[src/icsf_pkg.sv]
// Package for the interrupt control and status flag block.
// Assumes one 25 MHz clock domain and a synchronous active-high reset.
package icsf_pkg;
  // ************************************************************
  // Register map and fields
  // ************************************************************
  localparam logic [7:0] ICSF_ADDR_STATUS = 8'h0a;
  localparam logic [7:0] ICSF_ADDR_IRQ_CONTROL = 8'h0b;
  localparam int ICSF_B_C = 0;
  localparam int ICSF_B_AC = 1;
  localparam int ICSF_B_Z = 2;
  localparam int ICSF_B_OV = 3;
  localparam int ICSF_B_PDF = 4;
  localparam int ICSF_B_TO = 5;
  localparam int ICSF_B_GIE = 0;
  localparam int ICSF_B_EIE = 1;
  localparam int ICSF_B_TIE = 2;
  localparam int ICSF_B_EIP = 4;
  localparam int ICSF_B_TIP = 5;
  localparam logic [7:0] ICSF_RST_BYTE = 8'h00;
  localparam logic [10:0] ICSF_VEC_EXT = 11'h004;
  localparam logic [10:0] ICSF_VEC_TMR = 11'h008;
  localparam logic [2:0] ICSF_STACK_DEPTH = 3'h4;
  localparam logic [2:0] ICSF_STACK_EMPTY = 3'h0;

  // ************************************************************
  // Types
  // ************************************************************
  typedef enum logic [2:0] {
    ICSF_OP_NONE, ICSF_OP_ADD, ICSF_OP_SUB, ICSF_OP_LOGIC, ICSF_OP_ROT
  } icsf_op_t;

  // Flag result from the ALU, qualified by op
  typedef struct packed {
    icsf_op_t op;
    logic [7:0] result;
    logic carry_out;
    logic half_carry;
    logic carry_msb_in;
  } icsf_alu_t;

  // Sequencer events, each a one-cycle pulse
  typedef struct packed {
    logic call;
    logic return_plain;
    logic return_enable_irq;
    logic halt;
    logic watchdog_clear_instr;
    logic watchdog_timeout;
  } icsf_seq_t;

  typedef struct packed {
    logic [7:0] status_flags;
    logic [7:0] irq_control;
    logic [2:0] return_stack_index;
    logic pin_s1;
    logic pin_s2;
    logic pin_s3;
    logic ack;
    logic [10:0] vector;
    logic wake;
    logic [7:0] rdata;
  } icsf_state_t;
endpackage : icsf_pkg

[src/icsf_top.sv]
// Interrupt control, return stack gating and status flags.
// Assumes sequencer events, ALU results and bus strobes are synchronous.
//
// Our own choice: strobed register access.
`timescale 1ns/100ps
module icsf_top
  import icsf_pkg::*;
(
  input wire logic clk,
  input wire logic rst,
  input wire logic ext_irq_n,
  input wire logic timer_overflow,
  input wire logic phase_two_pulse,
  input wire icsf_alu_t alu,
  input wire icsf_seq_t seq,
  input wire logic [7:0] addr,
  input wire logic [7:0] wdata,
  input wire logic wr,
  input wire logic rd,
  output logic [7:0] rdata,
  output logic irq_ack,
  output logic [10:0] irq_vector,
  output logic wake,
  output logic stack_full,
  output logic [7:0] status_out,
  output logic [7:0] irq_control_out
);
  icsf_state_t s_r;
  icsf_state_t s_nxt;

  // ************************************************************
  // Next state
  // ************************************************************
  always_comb begin
    logic ext_edge;
    logic ext_go;
    logic tmr_go;
    logic full;
    logic [8:0] st;
    logic [7:0] ic;
    ext_edge = 1'b0;
    ext_go = 1'b0;
    tmr_go = 1'b0;
    full = 1'b0;
    st = 9'h000;
    ic = 8'h00;
    s_nxt = s_r;
    // Two-flop sync then edge on the second and third stage
    s_nxt.pin_s1 = ext_irq_n;
    s_nxt.pin_s2 = s_r.pin_s1;
    s_nxt.pin_s3 = s_r.pin_s2;
    ext_edge = s_r.pin_s3 & ~s_r.pin_s2;
    full = (s_r.return_stack_index == ICSF_STACK_DEPTH);
    ic = s_r.irq_control;
    // Software write first so hardware set wins the same cycle
    if (wr && addr == ICSF_ADDR_IRQ_CONTROL) begin
      ic = wdata & 8'h37;
    end
    // Return-enable pops and re-arms global enable
    if (seq.return_enable_irq) begin
      ic[ICSF_B_GIE] = 1'b1;
    end
    // Gate only at the phase-two edge; full stack holds off
    if (phase_two_pulse && !full && s_r.irq_control[ICSF_B_GIE]) begin
      ext_go = s_r.irq_control[ICSF_B_EIP] & s_r.irq_control[ICSF_B_EIE];
      tmr_go = !ext_go && s_r.irq_control[ICSF_B_TIP]
               && s_r.irq_control[ICSF_B_TIE];
    end
    if (ext_go) begin
      ic[ICSF_B_EIP] = 1'b0;
      ic[ICSF_B_GIE] = 1'b0;
    end
    if (tmr_go) begin
      ic[ICSF_B_TIP] = 1'b0;
      ic[ICSF_B_GIE] = 1'b0;
    end
    // Sets always recorded, enable bits never clear them
    if (ext_edge) begin
      ic[ICSF_B_EIP] = 1'b1;
    end
    if (timer_overflow) begin
      ic[ICSF_B_TIP] = 1'b1;
    end
    s_nxt.irq_control = ic;
    s_nxt.ack = ext_go | tmr_go;
    s_nxt.vector = ext_go ? ICSF_VEC_EXT : (tmr_go ? ICSF_VEC_TMR : s_r.vector);
    s_nxt.wake = ext_edge | timer_overflow;
    // Push on call or acknowledge; only the PC goes, sequencer keeps it
    if ((seq.call || ext_go || tmr_go) && !full) begin
      s_nxt.return_stack_index = s_r.return_stack_index + 3'h1;
    end else if ((seq.return_plain || seq.return_enable_irq)
                 && s_r.return_stack_index != ICSF_STACK_EMPTY) begin
      s_nxt.return_stack_index = s_r.return_stack_index - 3'h1;
    end
    // Arithmetic flags from the ALU; a call on a full stack is not pushed, index holds
    st = {1'b0, s_r.status_flags};
    if (wr && addr == ICSF_ADDR_STATUS) begin
      st[3:0] = wdata[3:0];
    end
    case (alu.op)
      ICSF_OP_ADD, ICSF_OP_SUB: begin
        st[ICSF_B_C] = alu.carry_out;
        st[ICSF_B_AC] = alu.half_carry;
        st[ICSF_B_Z] = (alu.result == 8'h00);
        st[ICSF_B_OV] = alu.carry_msb_in ^ alu.carry_out;
      end
      ICSF_OP_LOGIC: begin
        st[ICSF_B_Z] = (alu.result == 8'h00);
      end
      ICSF_OP_ROT: begin
        st[ICSF_B_C] = alu.carry_out;
      end
      default: begin
      end
    endcase
    if (seq.watchdog_clear_instr) begin
      st[ICSF_B_PDF] = 1'b0;
      st[ICSF_B_TO] = 1'b0;
    end
    if (seq.halt) begin
      st[ICSF_B_PDF] = 1'b1;
      st[ICSF_B_TO] = 1'b0;
    end
    if (seq.watchdog_timeout) begin
      st[ICSF_B_TO] = 1'b1;
    end
    st[7:6] = 2'b00;
    s_nxt.status_flags = st[7:0];
    // Read data valid the cycle after the strobe only
    s_nxt.rdata = 8'h00;
    if (rd && addr == ICSF_ADDR_STATUS) begin
      s_nxt.rdata = s_r.status_flags & 8'h3f;
    end else if (rd && addr == ICSF_ADDR_IRQ_CONTROL) begin
      s_nxt.rdata = s_r.irq_control & 8'h37;
    end
    if (rst) begin
      s_nxt = '0;
      s_nxt.pin_s1 = 1'b1;
      s_nxt.pin_s2 = 1'b1;
      s_nxt.pin_s3 = 1'b1;
      s_nxt.status_flags = ICSF_RST_BYTE;
      s_nxt.irq_control = ICSF_RST_BYTE;
    end
  end

  // ************************************************************
  // State register
  // ************************************************************
  always_ff @(posedge clk) begin
    s_r <= s_nxt;
  end

  // Outputs straight from flops, except stack_full decoded from the index
  assign rdata = s_r.rdata;
  assign irq_ack = s_r.ack;
  assign irq_vector = s_r.vector;
  assign wake = s_r.wake;
  assign stack_full = (s_r.return_stack_index == ICSF_STACK_DEPTH);
  assign status_out = s_r.status_flags;
  assign irq_control_out = s_r.irq_control;

  // ************************************************************
  // Assertions
  // ************************************************************
  property p_ext_set;
    @(posedge clk) disable iff (rst)
      (s_r.pin_s3 && !s_r.pin_s2) |=> s_r.irq_control[ICSF_B_EIP];
  endproperty
  a_ext_set: assert property (p_ext_set) else $error("ext pending not set");

  property p_tmr_set;
    @(posedge clk) disable iff (rst)
      timer_overflow |=> s_r.irq_control[ICSF_B_TIP];
  endproperty
  a_tmr_set: assert property (p_tmr_set) else $error("timer pending not set");

  property p_ext_vec;
    @(posedge clk) disable iff (rst)
      (irq_ack && irq_vector == ICSF_VEC_EXT) |-> !s_r.irq_control[ICSF_B_GIE]
        || $past(seq.return_enable_irq) || $past(wr);
  endproperty
  a_ext_vec: assert property (p_ext_vec) else $error("global left on");

  property p_prio;
    @(posedge clk) disable iff (rst)
      (phase_two_pulse && stack_full == 1'b0 && s_r.irq_control[2:0] == 3'h7
       && s_r.irq_control[ICSF_B_EIP] && s_r.irq_control[ICSF_B_TIP])
      |=> irq_ack && irq_vector == ICSF_VEC_EXT;
  endproperty
  a_prio: assert property (p_prio) else $error("wrong priority");

  property p_tmr_vec;
    @(posedge clk) disable iff (rst)
      (phase_two_pulse && !stack_full && s_r.irq_control[0] && s_r.irq_control[2]
       && s_r.irq_control[ICSF_B_TIP] && !(s_r.irq_control[1] && s_r.irq_control[4]))
      |=> irq_ack && irq_vector == ICSF_VEC_TMR;
  endproperty
  a_tmr_vec: assert property (p_tmr_vec) else $error("timer not served");

  property p_sample;
    @(posedge clk) disable iff (rst)
      !phase_two_pulse |=> !irq_ack;
  endproperty
  a_sample: assert property (p_sample) else $error("ack off phase two");

  property p_full;
    @(posedge clk) disable iff (rst)
      stack_full |=> !irq_ack;
  endproperty
  a_full: assert property (p_full) else $error("ack with full stack");

  property p_return_enable_irq;
    @(posedge clk) disable iff (rst)
      (seq.return_enable_irq && !phase_two_pulse) |=> s_r.irq_control[ICSF_B_GIE];
  endproperty
  a_return_enable_irq: assert property (p_return_enable_irq) else $error("global not re-armed");

  property p_flags_hi;
    @(posedge clk) disable iff (rst)
      1'b1 |-> status_out[7:6] == 2'b00 && irq_control_out[7:6] == 2'b00
        && irq_control_out[3] == 1'b0;
  endproperty
  a_flags_hi: assert property (p_flags_hi) else $error("unused bits set");

  property p_halt;
    @(posedge clk) disable iff (rst)
      (seq.halt && !seq.watchdog_timeout) |=> status_out[4] && !status_out[5];
  endproperty
  a_halt: assert property (p_halt) else $error("halt flags wrong");

  property p_wr_keep;
    @(posedge clk) disable iff (rst)
      (wr && addr == ICSF_ADDR_STATUS && seq == '0) |=> $stable(status_out[5:4]);
  endproperty
  a_wr_keep: assert property (p_wr_keep) else $error("write changed pdf/to");

  // ************************************************************
  // Service, stack and flag detail checks
  // ************************************************************
  // External service clears its pending bit and the global enable
  property p_ext_clr;
    @(posedge clk) disable iff (rst)
      (phase_two_pulse && !stack_full && s_r.irq_control[ICSF_B_GIE]
       && s_r.irq_control[ICSF_B_EIP] && s_r.irq_control[ICSF_B_EIE]
       && !(s_r.pin_s3 && !s_r.pin_s2))
      |=> !s_r.irq_control[ICSF_B_EIP] && !s_r.irq_control[ICSF_B_GIE];
  endproperty
  a_ext_clr: assert property (p_ext_clr) else $error("ext service left flags");

  // Timer service clears its pending bit unless a new overflow lands
  property p_tmr_clr;
    @(posedge clk) disable iff (rst)
      (phase_two_pulse && !stack_full && s_r.irq_control[ICSF_B_GIE]
       && s_r.irq_control[ICSF_B_TIP] && s_r.irq_control[ICSF_B_TIE]
       && !(s_r.irq_control[ICSF_B_EIP] && s_r.irq_control[ICSF_B_EIE])
       && !timer_overflow)
      |=> !s_r.irq_control[ICSF_B_TIP] && !s_r.irq_control[ICSF_B_GIE];
  endproperty
  a_tmr_clr: assert property (p_tmr_clr) else $error("timer service left flags");

  // Global enable off means no acknowledge at all
  property p_gie_off;
    @(posedge clk) disable iff (rst)
      !s_r.irq_control[ICSF_B_GIE] |=> !irq_ack;
  endproperty
  a_gie_off: assert property (p_gie_off) else $error("ack while disabled");

  // Pending external flag persists between sampling points
  property p_ext_keep;
    @(posedge clk) disable iff (rst)
      (s_r.irq_control[ICSF_B_EIP] && !phase_two_pulse
       && !(wr && addr == ICSF_ADDR_IRQ_CONTROL)) |=> s_r.irq_control[ICSF_B_EIP];
  endproperty
  a_ext_keep: assert property (p_ext_keep) else $error("ext pending lost");

  // Pending timer flag persists between sampling points
  property p_tmr_keep;
    @(posedge clk) disable iff (rst)
      (s_r.irq_control[ICSF_B_TIP] && !phase_two_pulse
       && !(wr && addr == ICSF_ADDR_IRQ_CONTROL)) |=> s_r.irq_control[ICSF_B_TIP];
  endproperty
  a_tmr_keep: assert property (p_tmr_keep) else $error("timer pending lost");

  // Timer overflow raises the wake pulse
  property p_wake_tmr;
    @(posedge clk) disable iff (rst)
      timer_overflow |=> wake;
  endproperty
  a_wake_tmr: assert property (p_wake_tmr) else $error("no wake on overflow");

  // Falling pin edge raises the wake pulse
  property p_wake_ext;
    @(posedge clk) disable iff (rst)
      (s_r.pin_s3 && !s_r.pin_s2) |=> wake;
  endproperty
  a_wake_ext: assert property (p_wake_ext) else $error("no wake on pin edge");

  // A call with room pushes exactly one level
  property p_push;
    @(posedge clk) disable iff (rst)
      (seq.call && !stack_full)
      |=> s_r.return_stack_index == $past(s_r.return_stack_index) + 3'h1;
  endproperty
  a_push: assert property (p_push) else $error("call push wrong");

  // A plain return pops one level when not empty
  property p_pop;
    @(posedge clk) disable iff (rst)
      (seq.return_plain && !seq.call && !phase_two_pulse
       && s_r.return_stack_index != ICSF_STACK_EMPTY)
      |=> s_r.return_stack_index == $past(s_r.return_stack_index) - 3'h1;
  endproperty
  a_pop: assert property (p_pop) else $error("return pop wrong");

  // A plain return leaves the global enable alone
  property p_plain_gie;
    @(posedge clk) disable iff (rst)
      (seq.return_plain && !seq.return_enable_irq && !phase_two_pulse
       && !(wr && addr == ICSF_ADDR_IRQ_CONTROL))
      |=> s_r.irq_control[ICSF_B_GIE] == $past(s_r.irq_control[ICSF_B_GIE]);
  endproperty
  a_plain_gie: assert property (p_plain_gie) else $error("plain return moved global");

  // Index never passes the four levels
  property p_depth;
    @(posedge clk) disable iff (rst)
      1'b1 |-> s_r.return_stack_index <= ICSF_STACK_DEPTH;
  endproperty
  a_depth: assert property (p_depth) else $error("stack index overrun");

  // Watchdog clear alone drops both system flags
  property p_wdclr;
    @(posedge clk) disable iff (rst)
      (seq.watchdog_clear_instr && !seq.halt && !seq.watchdog_timeout)
      |=> !status_out[ICSF_B_PDF] && !status_out[ICSF_B_TO];
  endproperty
  a_wdclr: assert property (p_wdclr) else $error("watchdog clear flags wrong");

  // Timeout always sets its flag
  property p_to_set;
    @(posedge clk) disable iff (rst)
      seq.watchdog_timeout |=> status_out[ICSF_B_TO];
  endproperty
  a_to_set: assert property (p_to_set) else $error("timeout flag not set");

  // Logic result zero drives the zero flag
  property p_zero;
    @(posedge clk) disable iff (rst)
      (alu.op == ICSF_OP_LOGIC)
      |=> status_out[ICSF_B_Z] == ($past(alu.result) == 8'h00);
  endproperty
  a_zero: assert property (p_zero) else $error("zero flag wrong");

  // Addition copies carry and half carry
  property p_carry;
    @(posedge clk) disable iff (rst)
      (alu.op == ICSF_OP_ADD)
      |=> status_out[ICSF_B_C] == $past(alu.carry_out)
        && status_out[ICSF_B_AC] == $past(alu.half_carry);
  endproperty
  a_carry: assert property (p_carry) else $error("carry flags wrong");

  // Subtraction overflow from the two top carries
  property p_ov;
    @(posedge clk) disable iff (rst)
      (alu.op == ICSF_OP_SUB)
      |=> status_out[ICSF_B_OV] == ($past(alu.carry_msb_in) ^ $past(alu.carry_out));
  endproperty
  a_ov: assert property (p_ov) else $error("overflow flag wrong");

  // Read data is zero outside the answer cycle
  property p_rd_idle;
    @(posedge clk) disable iff (rst)
      !rd |=> rdata == 8'h00;
  endproperty
  a_rd_idle: assert property (p_rd_idle) else $error("stray read data");

  // Control read returns the masked register
  property p_irq_control_rd;
    @(posedge clk) disable iff (rst)
      (rd && addr == ICSF_ADDR_IRQ_CONTROL) |=> rdata == ($past(irq_control_out) & 8'h37);
  endproperty
  a_irq_control_rd: assert property (p_irq_control_rd) else $error("control read wrong");

  // One pin fall gives a one-cycle edge only
  property p_edge_once;
    @(posedge clk) disable iff (rst)
      (s_r.pin_s3 && !s_r.pin_s2) |=> !(s_r.pin_s3 && !s_r.pin_s2);
  endproperty
  a_edge_once: assert property (p_edge_once) else $error("edge seen twice");

  c_ext_ack: cover property (@(posedge clk) disable iff (rst)
    irq_ack && irq_vector == ICSF_VEC_EXT);
  c_tmr_ack: cover property (@(posedge clk) disable iff (rst)
    irq_ack && irq_vector == ICSF_VEC_TMR);
  c_full_hold: cover property (@(posedge clk) disable iff (rst)
    stack_full && s_r.irq_control[ICSF_B_TIP]);
  c_return_enable_irq: cover property (@(posedge clk) disable iff (rst)
    seq.return_enable_irq && s_r.return_stack_index != ICSF_STACK_EMPTY);
endmodule : icsf_top

[config.mk]
export PLATFORM = sky130hd
export DESIGN_NAME = icsf_top
export DESIGN_NICKNAME = d
export VERILOG_FILES = /design/src/icsf_pkg.sv /design/src/icsf_top.sv
export SDC_FILE = /design/constraint.sdc
export NUM_CORES = 1
export LEC_CHECK = 0
export ABC_AREA = 1
export BUFFER_PORTS_ARGS = -buffer_cell sky130_fd_sc_hd__buf_2
export CELL_PAD_IN_SITES_DETAIL_PLACEMENT = 0
export CELL_PAD_IN_SITES_GLOBAL_PLACEMENT = 1
export CORE_AREA = 2 2 92 68
export DETAILED_ROUTE_END_ITERATION = 7
export DIE_AREA = 0 0 94 70
export PLACE_DENSITY_LB_ADDON = 0.1
export SLEW_MARGIN = 15
export SYNTH_ARGS = -nofsm -noshare
export SYNTH_HDL_FRONTEND = slang
export SYNTH_SLANG_ARGS = --single-unit
[constraint.sdc]
create_clock -name clk -period 1.95 [get_ports clk]
set_clock_uncertainty 0.1 [all_clocks]
set_input_delay 0.195 -clock clk [delete_from_list [all_inputs] [get_ports clk]]
set_output_delay 0.195 -clock clk [all_outputs]
set_load 0.03 [all_outputs]
# Yosys cells after proc, flatten, opt, wreduce, memory -nomap -nowiden
# Index checks and enable logic that the tools add are counted.
dict set report totals {
  inputBits 43
  out_inout_bits 38
  word_cells 90
  regBits 31
}
dict set report op_classes {
  n_reduce_logical 33
  n_addsub 2
  mux 22
  n_eq_ne 7
  bitwise_logic 6
}
# operator n
set ops {}
lappend ops {{$mux W6} 3}
lappend ops {{$eq A8 B4 Y1 const B} 2}
lappend ops {{$reduce_bool A2 Y1} 7}
lappend ops {{$mux W1} 12}
lappend ops {{$mux W4} 3}
lappend ops {{$reduce_bool A3 Y1} 4}
lappend ops {{$logic_and A1 B1 Y1} 10}
lappend ops {{$reduce_or A3 Y1} 3}
lappend ops {{$logic_not A8 Y1} 1}
lappend ops {{$eq A3 B2 Y1 const B} 2}
lappend ops {{$eq A3 B3 Y1 const B} 2}
lappend ops {{$mux W3} 2}
lappend ops {{$reduce_or A2 Y1} 3}
lappend ops {{$mux W2} 2}
lappend ops {{$add A3 B1 Y3 const B} 1}
lappend ops {{$eq A3 B1 Y1 const B} 1}
lappend ops {{$logic_or A1 B1 Y1} 3}
lappend ops {{$sub A3 B1 Y3 const B} 1}
lappend ops {{$and A1 B1 Y1} 2}
lappend ops {{$logic_not A1 Y1} 2}
lappend ops {{$or A1 B1 Y1} 2}
lappend ops {{$not A1 Y1} 1}
lappend ops {{$xor A1 B1 Y1} 1}

# Logic depth before layout (Yosys ltp)
# Gate-level depths: netlist of the first run.
dict set report depth {
  ltp_word 9
  depth_mapped 12
  mapped_depth_nobuf 12
}

# Least setup slack after synthesis of the first run
# No wires, ideal clock.
dict set report synth_path {
  path_kind {reg2reg}
  start {register s_r[24] (netlist bit)}
  end {register s_r[26] (netlist bit)}
  period_less_slack_ns 1.929
  setup_slack_ns 0.021
  t_required_ns 1.735
  n_path_buf 0
  arrival_ns 1.714
  setup_ns 0.115
  path_stages_with_launch 12
  path_cell_list {dfxtp_1 inv_1 nand3_4 nand3_2 nand3_4 nand2_4 fa_1 or2_1 nand2_2 nand3_1 nand2_1 nor2_1}
}
dict set report synth_between {
  elab_chain_cells 9
  word_cells_on_any_way 16
  cone_classes {add/sub: 2; eq/ne: 1; mux: 4; reduce/logical: 9}
}
# item line
set synth_lines {}
lappend synth_lines {{start, declared} icsf_top.sv:28} ;# icsf_state_t s_r;
lappend synth_lines {{start signal, assigned} icsf_top.sv:150} ;# s_r <= s_nxt;
lappend synth_lines {{$eq A3 B3 Y1} icsf_top.sv:53} ;# full = (s_r.return_stack_index == ICSF_STACK_DEPTH);
lappend synth_lines {{$logic_not A1 Y1} {icsf_top.sv:64, icsf_top.sv:89}}
lappend synth_lines {{$logic_and A1 B1 Y1 (2 in series)} icsf_top.sv:64} ;# if (phase_two_pulse && !full && s_r.irq_control[ICSF_B_GIE]) begin
lappend synth_lines {{$mux W1} icsf_top.sv:64}
lappend synth_lines {{$logic_or A1 B1 Y1 (2 in series)} icsf_top.sv:89} ;# if ((seq.call || ext_go || tmr_go) && !full) begin
lappend synth_lines {{$logic_and A1 B1 Y1} icsf_top.sv:89}
lappend synth_lines {{$mux W3 / $reduce_bool A2 Y1 (equally long branches)} --}
# Parallel ways exist; a longest one is shown, timed or not. The select of a mux whose other input is x is not followed.
# A chain may end at the register's enable or synchronous reset.

# Worst setup path in the final report of the first run
dict set report layout_path {
  start {register s_r, in the netlist irq_control_out[4]}
  end {register s_r[26] (netlist bit)}
}
dict set report layout_between {
  elab_chain_cells 8
  word_cells_on_any_way 11
  cone_classes {mux: 3; bitwise: 1; reduce/logical: 7}
}
# item line
set layout_lines {}
lappend layout_lines {{$and A1 B1 Y1 *} icsf_top.sv:65} ;# ext_go = s_r.irq_control[ICSF_B_EIP] & s_r.irq_control[ICSF_B_EIE];
lappend layout_lines {{$logic_not A1 Y1} icsf_top.sv:66} ;# tmr_go = !ext_go && s_r.irq_control[ICSF_B_TIP]
lappend layout_lines {{$logic_and A1 B1 Y1} icsf_top.sv:66}
lappend layout_lines {{$logic_and A1 B1 Y1} icsf_top.sv:67} ;# && s_r.irq_control[ICSF_B_TIE];
lappend layout_lines {{$mux W1} icsf_top.sv:64}
lappend layout_lines {{$logic_or A1 B1 Y1 *} icsf_top.sv:89}
lappend layout_lines {{$logic_and A1 B1 Y1 *} icsf_top.sv:89}
lappend layout_lines {{$mux W3 / $reduce_bool A2 Y1 (equally long branches)} --}
# Every way passes the cells marked *; elsewhere a longest branch is shown, timed or not.

==> results.toml, run 1 <==
[logic_synthesis]
synth.area.top_cells = "dfxtp_1, buf_4, nand2_1"
synth_common_cells = "nand2_1, buf_4, dfxtp_1"
synth_most_common_cell = "nand2_1"
synth-main-ff-cell = "dfxtp_1"
synth_largest_area_cell = "dfxtp_1"
syn_area_sq_um = 1494
ys_seq_area_share_pct = 36.18
synth_cells = 200
postSynth.asyncResetShare_pct = 0
yosys_warnings = 0
netlist.area_leader.share_pct = 36.18
syn_area_per_cell_sq_um = 7.470
synth_seq_cells = 27
synth_edf_count = 0
ys_types = 27

[timing]
slew_viol_final = 0
hold_viol = 0
setup_violations = 0
final.min_clock_period_ns = 1.813
holdWs_ns = 0.06284
fin_crit_sh_pct = 92.99
fmax_mhz = 551.5

[setup_path]
r2r-end = "s_r[26]$_SDFFE_PP0P_"
path_cells = "nand2_1, inv_2, nor2_2, nand3_2, nand3_4, nand2_4, fa_2, or2_1, nand2_2, nand3_1, nand2_1, nor2_1"
r2r_start = "irq_control_out[4]$_SDFFE_PP0P_"
max_stage_delay_ns = 0.35
worst_ep_arrival_time_ns = 1.89
reg2regPathDepth = 12
cp.required_ns = 2.02
crit_type = "reg -> reg"
path_max_fanout = 4
cp-end-kind = "flip-flop"
crit_family = "simple AND/OR/NAND/NOR gates"
cp_num_buf_inv = 1
cp-start-kind = "flip-flop"
slowest_stage = "fa_2"
r2r_slack_ns = 0.14
worst_path_most_repeated_cell = "nand2_1"

[floorplanning]
placementRows = 24
die_w_um = 94
initial_utilization_pct = 25.51
fp.dieH_um = 70
core_sq_um = 5856
dieArea_sq_um = 6580
io_pins = 81

[clock_tree]
cts_sinks = 27
cts_buffer_depth = 2
clk_latency_ns = 0.27
clk_pin_slew_ns = 0.09
cts_buffers = 3
htree_levels = 1
cts_tree = "yes"
cts-root-buf = "clkbuf_8"

[finish]
final_net_count = 303
nFillCells = 664
drive_above_1_share_pct = 37.21
area_growth_pct = 24.37
diodes = 0
fin_area_sq_um = 1858

[worst_hold_path]
min_path_cells = 3
min_from = "seq[0]"
hold_end = "status_out[5]$_SDFFE_PP0P_"
hold_class = "in -> reg"

[global_routing]
grt.overflow.total = 0
grt_pass1_wl_mm = 5.796
grt_pass1_vias = 1259
antenna_found_initial = 0
grt_max_degree = 21
track_usage_pct = 11.12

[status]
status = "complete, no violations"

[power_and_ir_drop]
p_leak_nw = 0.9785
p_per_area_nw_per_um2 = 754.0
vdd_ir_drop_max_mv = 0.2482

[place]
postPlaceCellArea_sq_um = 1763
dp_hpwl_mm = 2.900
portBuffers = 62
routabilityCongestion = 0.7261

[routing]
drtIter0Drc = 54
drtAntennaViolNets = 0
vias_per_cell = 3.926
wl_per_cell_um = 10.43
drtPass1Iterations = 4
drc = 0
num_vias = 1319
routed_wl_mm = 3.503

[job]
max-cap-violations = 0
power by group:
part	switching (W)	internal (W)	total (W)
clock network	0.000164	0.000146	0.000311
logic	0.000278	0.000186	0.000464
registers	0.0000324	0.000594	0.000626
total	0.000475	0.000926	0.00140
routing by layer:
| metal | GRT usage (%) | routed length, um | share of wire, % |
|---|---|---|---|
| met1 | 15.69 | 1719 | 49 |
| met2 | 17.46 | 1531 | 44 |
| met3 | 3.020 | 252 | 7.2 |
| met4 | 1.449 | 0 | 0 |
| met5 | 0 | 0 | 0 |
registers in the layout, summed over array words and instances (netlist names):
signal / cells
irq_ack: 1
irq_control_out: 5
irq_vector: 2
rdata: 6
s_r: 6
status_out: 6
wake: 1
worst max path at each step:
stage	cells past startpoint	endpoint	start
after global placement	11	s_r[26]$_SDFFE_PP0P_	irq_control_out[0]$_SDFFE_PP0P_
final	12	s_r[26]$_SDFFE_PP0P_	irq_control_out[4]$_SDFFE_PP0P_
after floorplan	11	s_r[26]$_SDFFE_PP0P_	s_r[24]$_SDFFE_PP0P_
after global routing	11	s_r[26]$_SDFFE_PP0P_	s_r[24]$_SDFFE_PP0P_
after CTS	11	s_r[26]$_SDFFE_PP0P_	irq_control_out[0]$_SDFFE_PP0P_
after detailed placement	11	s_r[26]$_SDFFE_PP0P_	irq_control_out[0]$_SDFFE_PP0P_
through the flow:
step                      std cells  util [%]    TNS, ns   power, W  setup slack [ns]
final                           336     31.73          0   0.001401            0.1366
after global routing            336     31.73  -0.002482   0.001515         -0.002482
after CTS                       333     31.05          0   0.001403           0.04317
after detailed placement        328     30.11          0   0.001082           0.06529
after global placement          328     30.11          0   0.001084           0.07339
after floorplan                 215         -          0  0.0009671           0.02082
cells in the final DEF (no fill, tap or decap), types with 2 or more instances in the layout:
cell type	instances
a31oi_1	2
dfxtp_1	23
buf_4	13
mux2i_1	2
inv_1	22
o21ai_0	3
a21oi_1	20
nand4_1	3
dfxtp_2	4
buf_2	62
nand3_4	3
inv_2	2
or2_2	2
nand2_1	43
clkbuf_8	3
nor2_1	8
nor4_1	2
nand3_1	10
conb_1	16
nand3_2	2
repair_timing:
item	CTS	global route
endpoints found under the hold margin	1	0
setup endpoints to repair	0	1
resized for setup	0	9
buffers inserted	0	3
hold buffers	1	0
area by class of cell:
| type | count | area [sq um] | area share (%) |
|---|---|---|---|
| Inverter | 24 | 90.09 | 4.848 |
| Clock buffer | 4 | 45.04 | 2.424 |
| Sequential cell | 27 | 545.5 | 29.36 |
| Multi-Input combinational cell | 127 | 661.9 | 35.62 |
| Timing Repair Buffer | 76 | 417.9 | 22.49 |
| Tap cell | 78 | 97.59 | 5.253 |
worst min-delay path, cell delays in order:
cell,delay [ns]
buf_2,0.09
inv_1,0.05
a21oi_1,0.05
cells by family after synthesis:
| logic type | share of synthesized area (%) |
|---|---|
| compound gates | 9.464 |
| xor+xnor | 0.5864 |
| fa+ha+maj | 1.340 |
| buf+inv | 24.12 |
| flops | 36.18 |
| mux | 1.340 |
| other cells | 0.2510 |
| simple gates | 26.72 |
Power figures use the tool's default switching activity.
==> inputs of run 2 (changes only) <==
--- a/config.mk
+++ b/config.mk
@@ -13,6 +13,7 @@
 export DETAILED_ROUTE_END_ITERATION = 7
 export DIE_AREA = 0 0 94 70
 export PLACE_DENSITY_LB_ADDON = 0.1
+export RECOVER_POWER = 50
 export SLEW_MARGIN = 15
 export SYNTH_ARGS = -nofsm -noshare
 export SYNTH_HDL_FRONTEND = slang
==> run 2 against run 1 <==
Net effect: worst hold slack hardly changed; largest power group unchanged; sequential power hardly changed; global-route usage stayed put; flip-flop and latch count stayed put; power hardly changed; via count stayed put; count of clock-buffer cells in the layout stayed put; routed wire length is 0.37% higher; clock power hardly changed.
==> results.toml, run 2 (synthesis gave the netlist of run 1 again) <==
[routing]
met2RoutedLength_mm = 1.534
highest_layer = "met3"
wirelength_met1_mm = 1.735
drtPass1Iterations = 4
drtAntennaViolNets = 0
drtIter0Drc = 53
dr_wl_met3_um = 246
drc = 0
num_vias = 1319
vias_per_cell = 3.926
routed_wl_mm = 3.516
wl_per_cell_um = 10.46

[timing]
setup_violations = 0
slew_viol_final = 0
fin_crit_sh_pct = 93.00
finalWorstSetupSlack_ns = 0.1366
final.min_clock_period_ns = 1.813
holdWs_ns = 0.06295
fmax_mhz = 551.4
hold_viol = 0

[global_routing]
grt_pass1_wl_mm = 5.796
grt.overflow.total = 0
grt_pass1_vias = 1259
track_usage_pct = 11.12
grt_max_degree = 21
antenna_found_initial = 0

[setup_path]
cp-start-kind = "flip-flop"
reg2regPathDepth = 12
worst_path_most_repeated_cell = "nand2_1"
crit_family = "simple AND/OR/NAND/NOR gates"
slowest_stage = "fa_2"
cp.required_ns = 2.02
worst_ep_arrival_time_ns = 1.89
crit_type = "reg -> reg"
cp_num_buf_inv = 1
path_max_fanout = 4
cp-end-kind = "flip-flop"
path_cells = "nand2_1, inv_2, nor2_2, nand3_2, nand3_4, nand2_4, fa_2, or2_1, nand2_2, nand3_1, nand2_1, nor2_1"
max_stage_delay_ns = 0.35
path_depth = 12

[job]
max-cap-violations = 0

[finish]
mostFrequentLayoutCell = "buf_2"
area_growth_pct = 23.20
final_util_pct = 31.43
drive_above_1_share_pct = 32.95
nFillCells = 663
final_cell_mix = "buf_2, nand2_1, dfxtp_1, inv_1, a21oi_1"
final_net_count = 303
diodes = 0
fin_area_sq_um = 1841

[power_and_ir_drop]
p_leak_nw = 0.9360
p_per_area_nw_per_um2 = 760.4
vdd_ir_drop_max_mv = 0.2481
p_total_w = 0.001399

[clock_tree]
cts_buffers = 3
cts_tree = "yes"
clk_pin_slew_ns = 0.09
cts_sinks = 27
clk_latency_ns = 0.27
htree_levels = 1
cts_buffer_depth = 2
cts-root-buf = "clkbuf_8"

[floorplanning]
die_w_um = 94
core_sq_um = 5856
fp.dieH_um = 70
dieArea_sq_um = 6580
initial_utilization_pct = 25.51
io_pins = 81
placementRows = 24

[place]
portBuffers = 62
dp_hpwl_mm = 2.900
routabilityCongestion = 0.7261
pre_cts_ws_ns = 0.06529
postPlaceCellArea_sq_um = 1763

[status]
status = "complete, no violations"

[worst_hold_path]
min_path_cells = 3
hold_class = "in -> reg"
run 2: metal layers:
| metal | global-route usage, % | vias up |
|---|---|---|
| met5 | 0 | - |
| met3 | 3.020 | 0 |
| met4 | 1.449 | 0 |
| met2 | 17.46 | 42 |
| met1 | 15.69 | 571 |
| li1 | - | 706 |
run 2: layout make-up:
cell class | count | area [sq um] | share of cell area (%)
timing repair buffer | 76 | 405.4 | 22.03
clock buffer | 4 | 45.04 | 2.447
sequential | 27 | 545.5 | 29.64
inverter | 24 | 90.09 | 4.895
tap | 78 | 97.59 | 5.303
multi-input combinational | 127 | 656.9 | 35.69
run 2: stage by stage:
stage / TNS [ns] / instances
6_report: 0 / 336
5_1_grt: -0.002482 / 336
4_1_cts: 0 / 333
3_5_place_dp: 0 / 328
3_3_place_gp: 0 / 328
2_1_floorplan: 0 / 215
run 2: worst register-to-register path, delay by kind of cell (launching register included):
kind / cells / cell delay, ns
adder cells (fa/ha/maj): 1 / 0.35
buffers and inverters: 1 / 0.06
flip-flops: 1 / 0.32
AND/OR/NAND/NOR: 10 / 0.89
run 2: path summary, 6_finish.rpt:
kind	from	end	slack, ns
max	irq_control_out[4]$_SDFFE_PP0P_	s_r[26]$_SDFFE_PP0P_	0.14
min reg2reg	s_r[23]$_SDFF_PP1_	s_r[22]$_SDFF_PP1_	0.32
max reg2reg	irq_control_out[4]$_SDFFE_PP0P_	s_r[26]$_SDFFE_PP0P_	0.14
min	seq[0]	status_out[5]$_SDFFE_PP0P_	0.06
run 2: repair_timing:
action | in CTS | in global routing
endpoints found under the hold margin | 1 | 0
setup endpoints to repair | 0 | 1
hold buffers | 1 | 0
resized for setup | 0 | 9
setup buffers | 0 | 3
run 2: where the power goes:
group / total, W / leakage (nW) / switching [W] / internal, W
sequential: 0.000626 / 0.223 / 0.0000324 / 0.000594
combinational: 0.000463 / 0.690 / 0.000277 / 0.000185
clock: 0.000310 / 0.0228 / 0.000164 / 0.000146
total: 0.00140 / 0.936 / 0.000474 / 0.000925
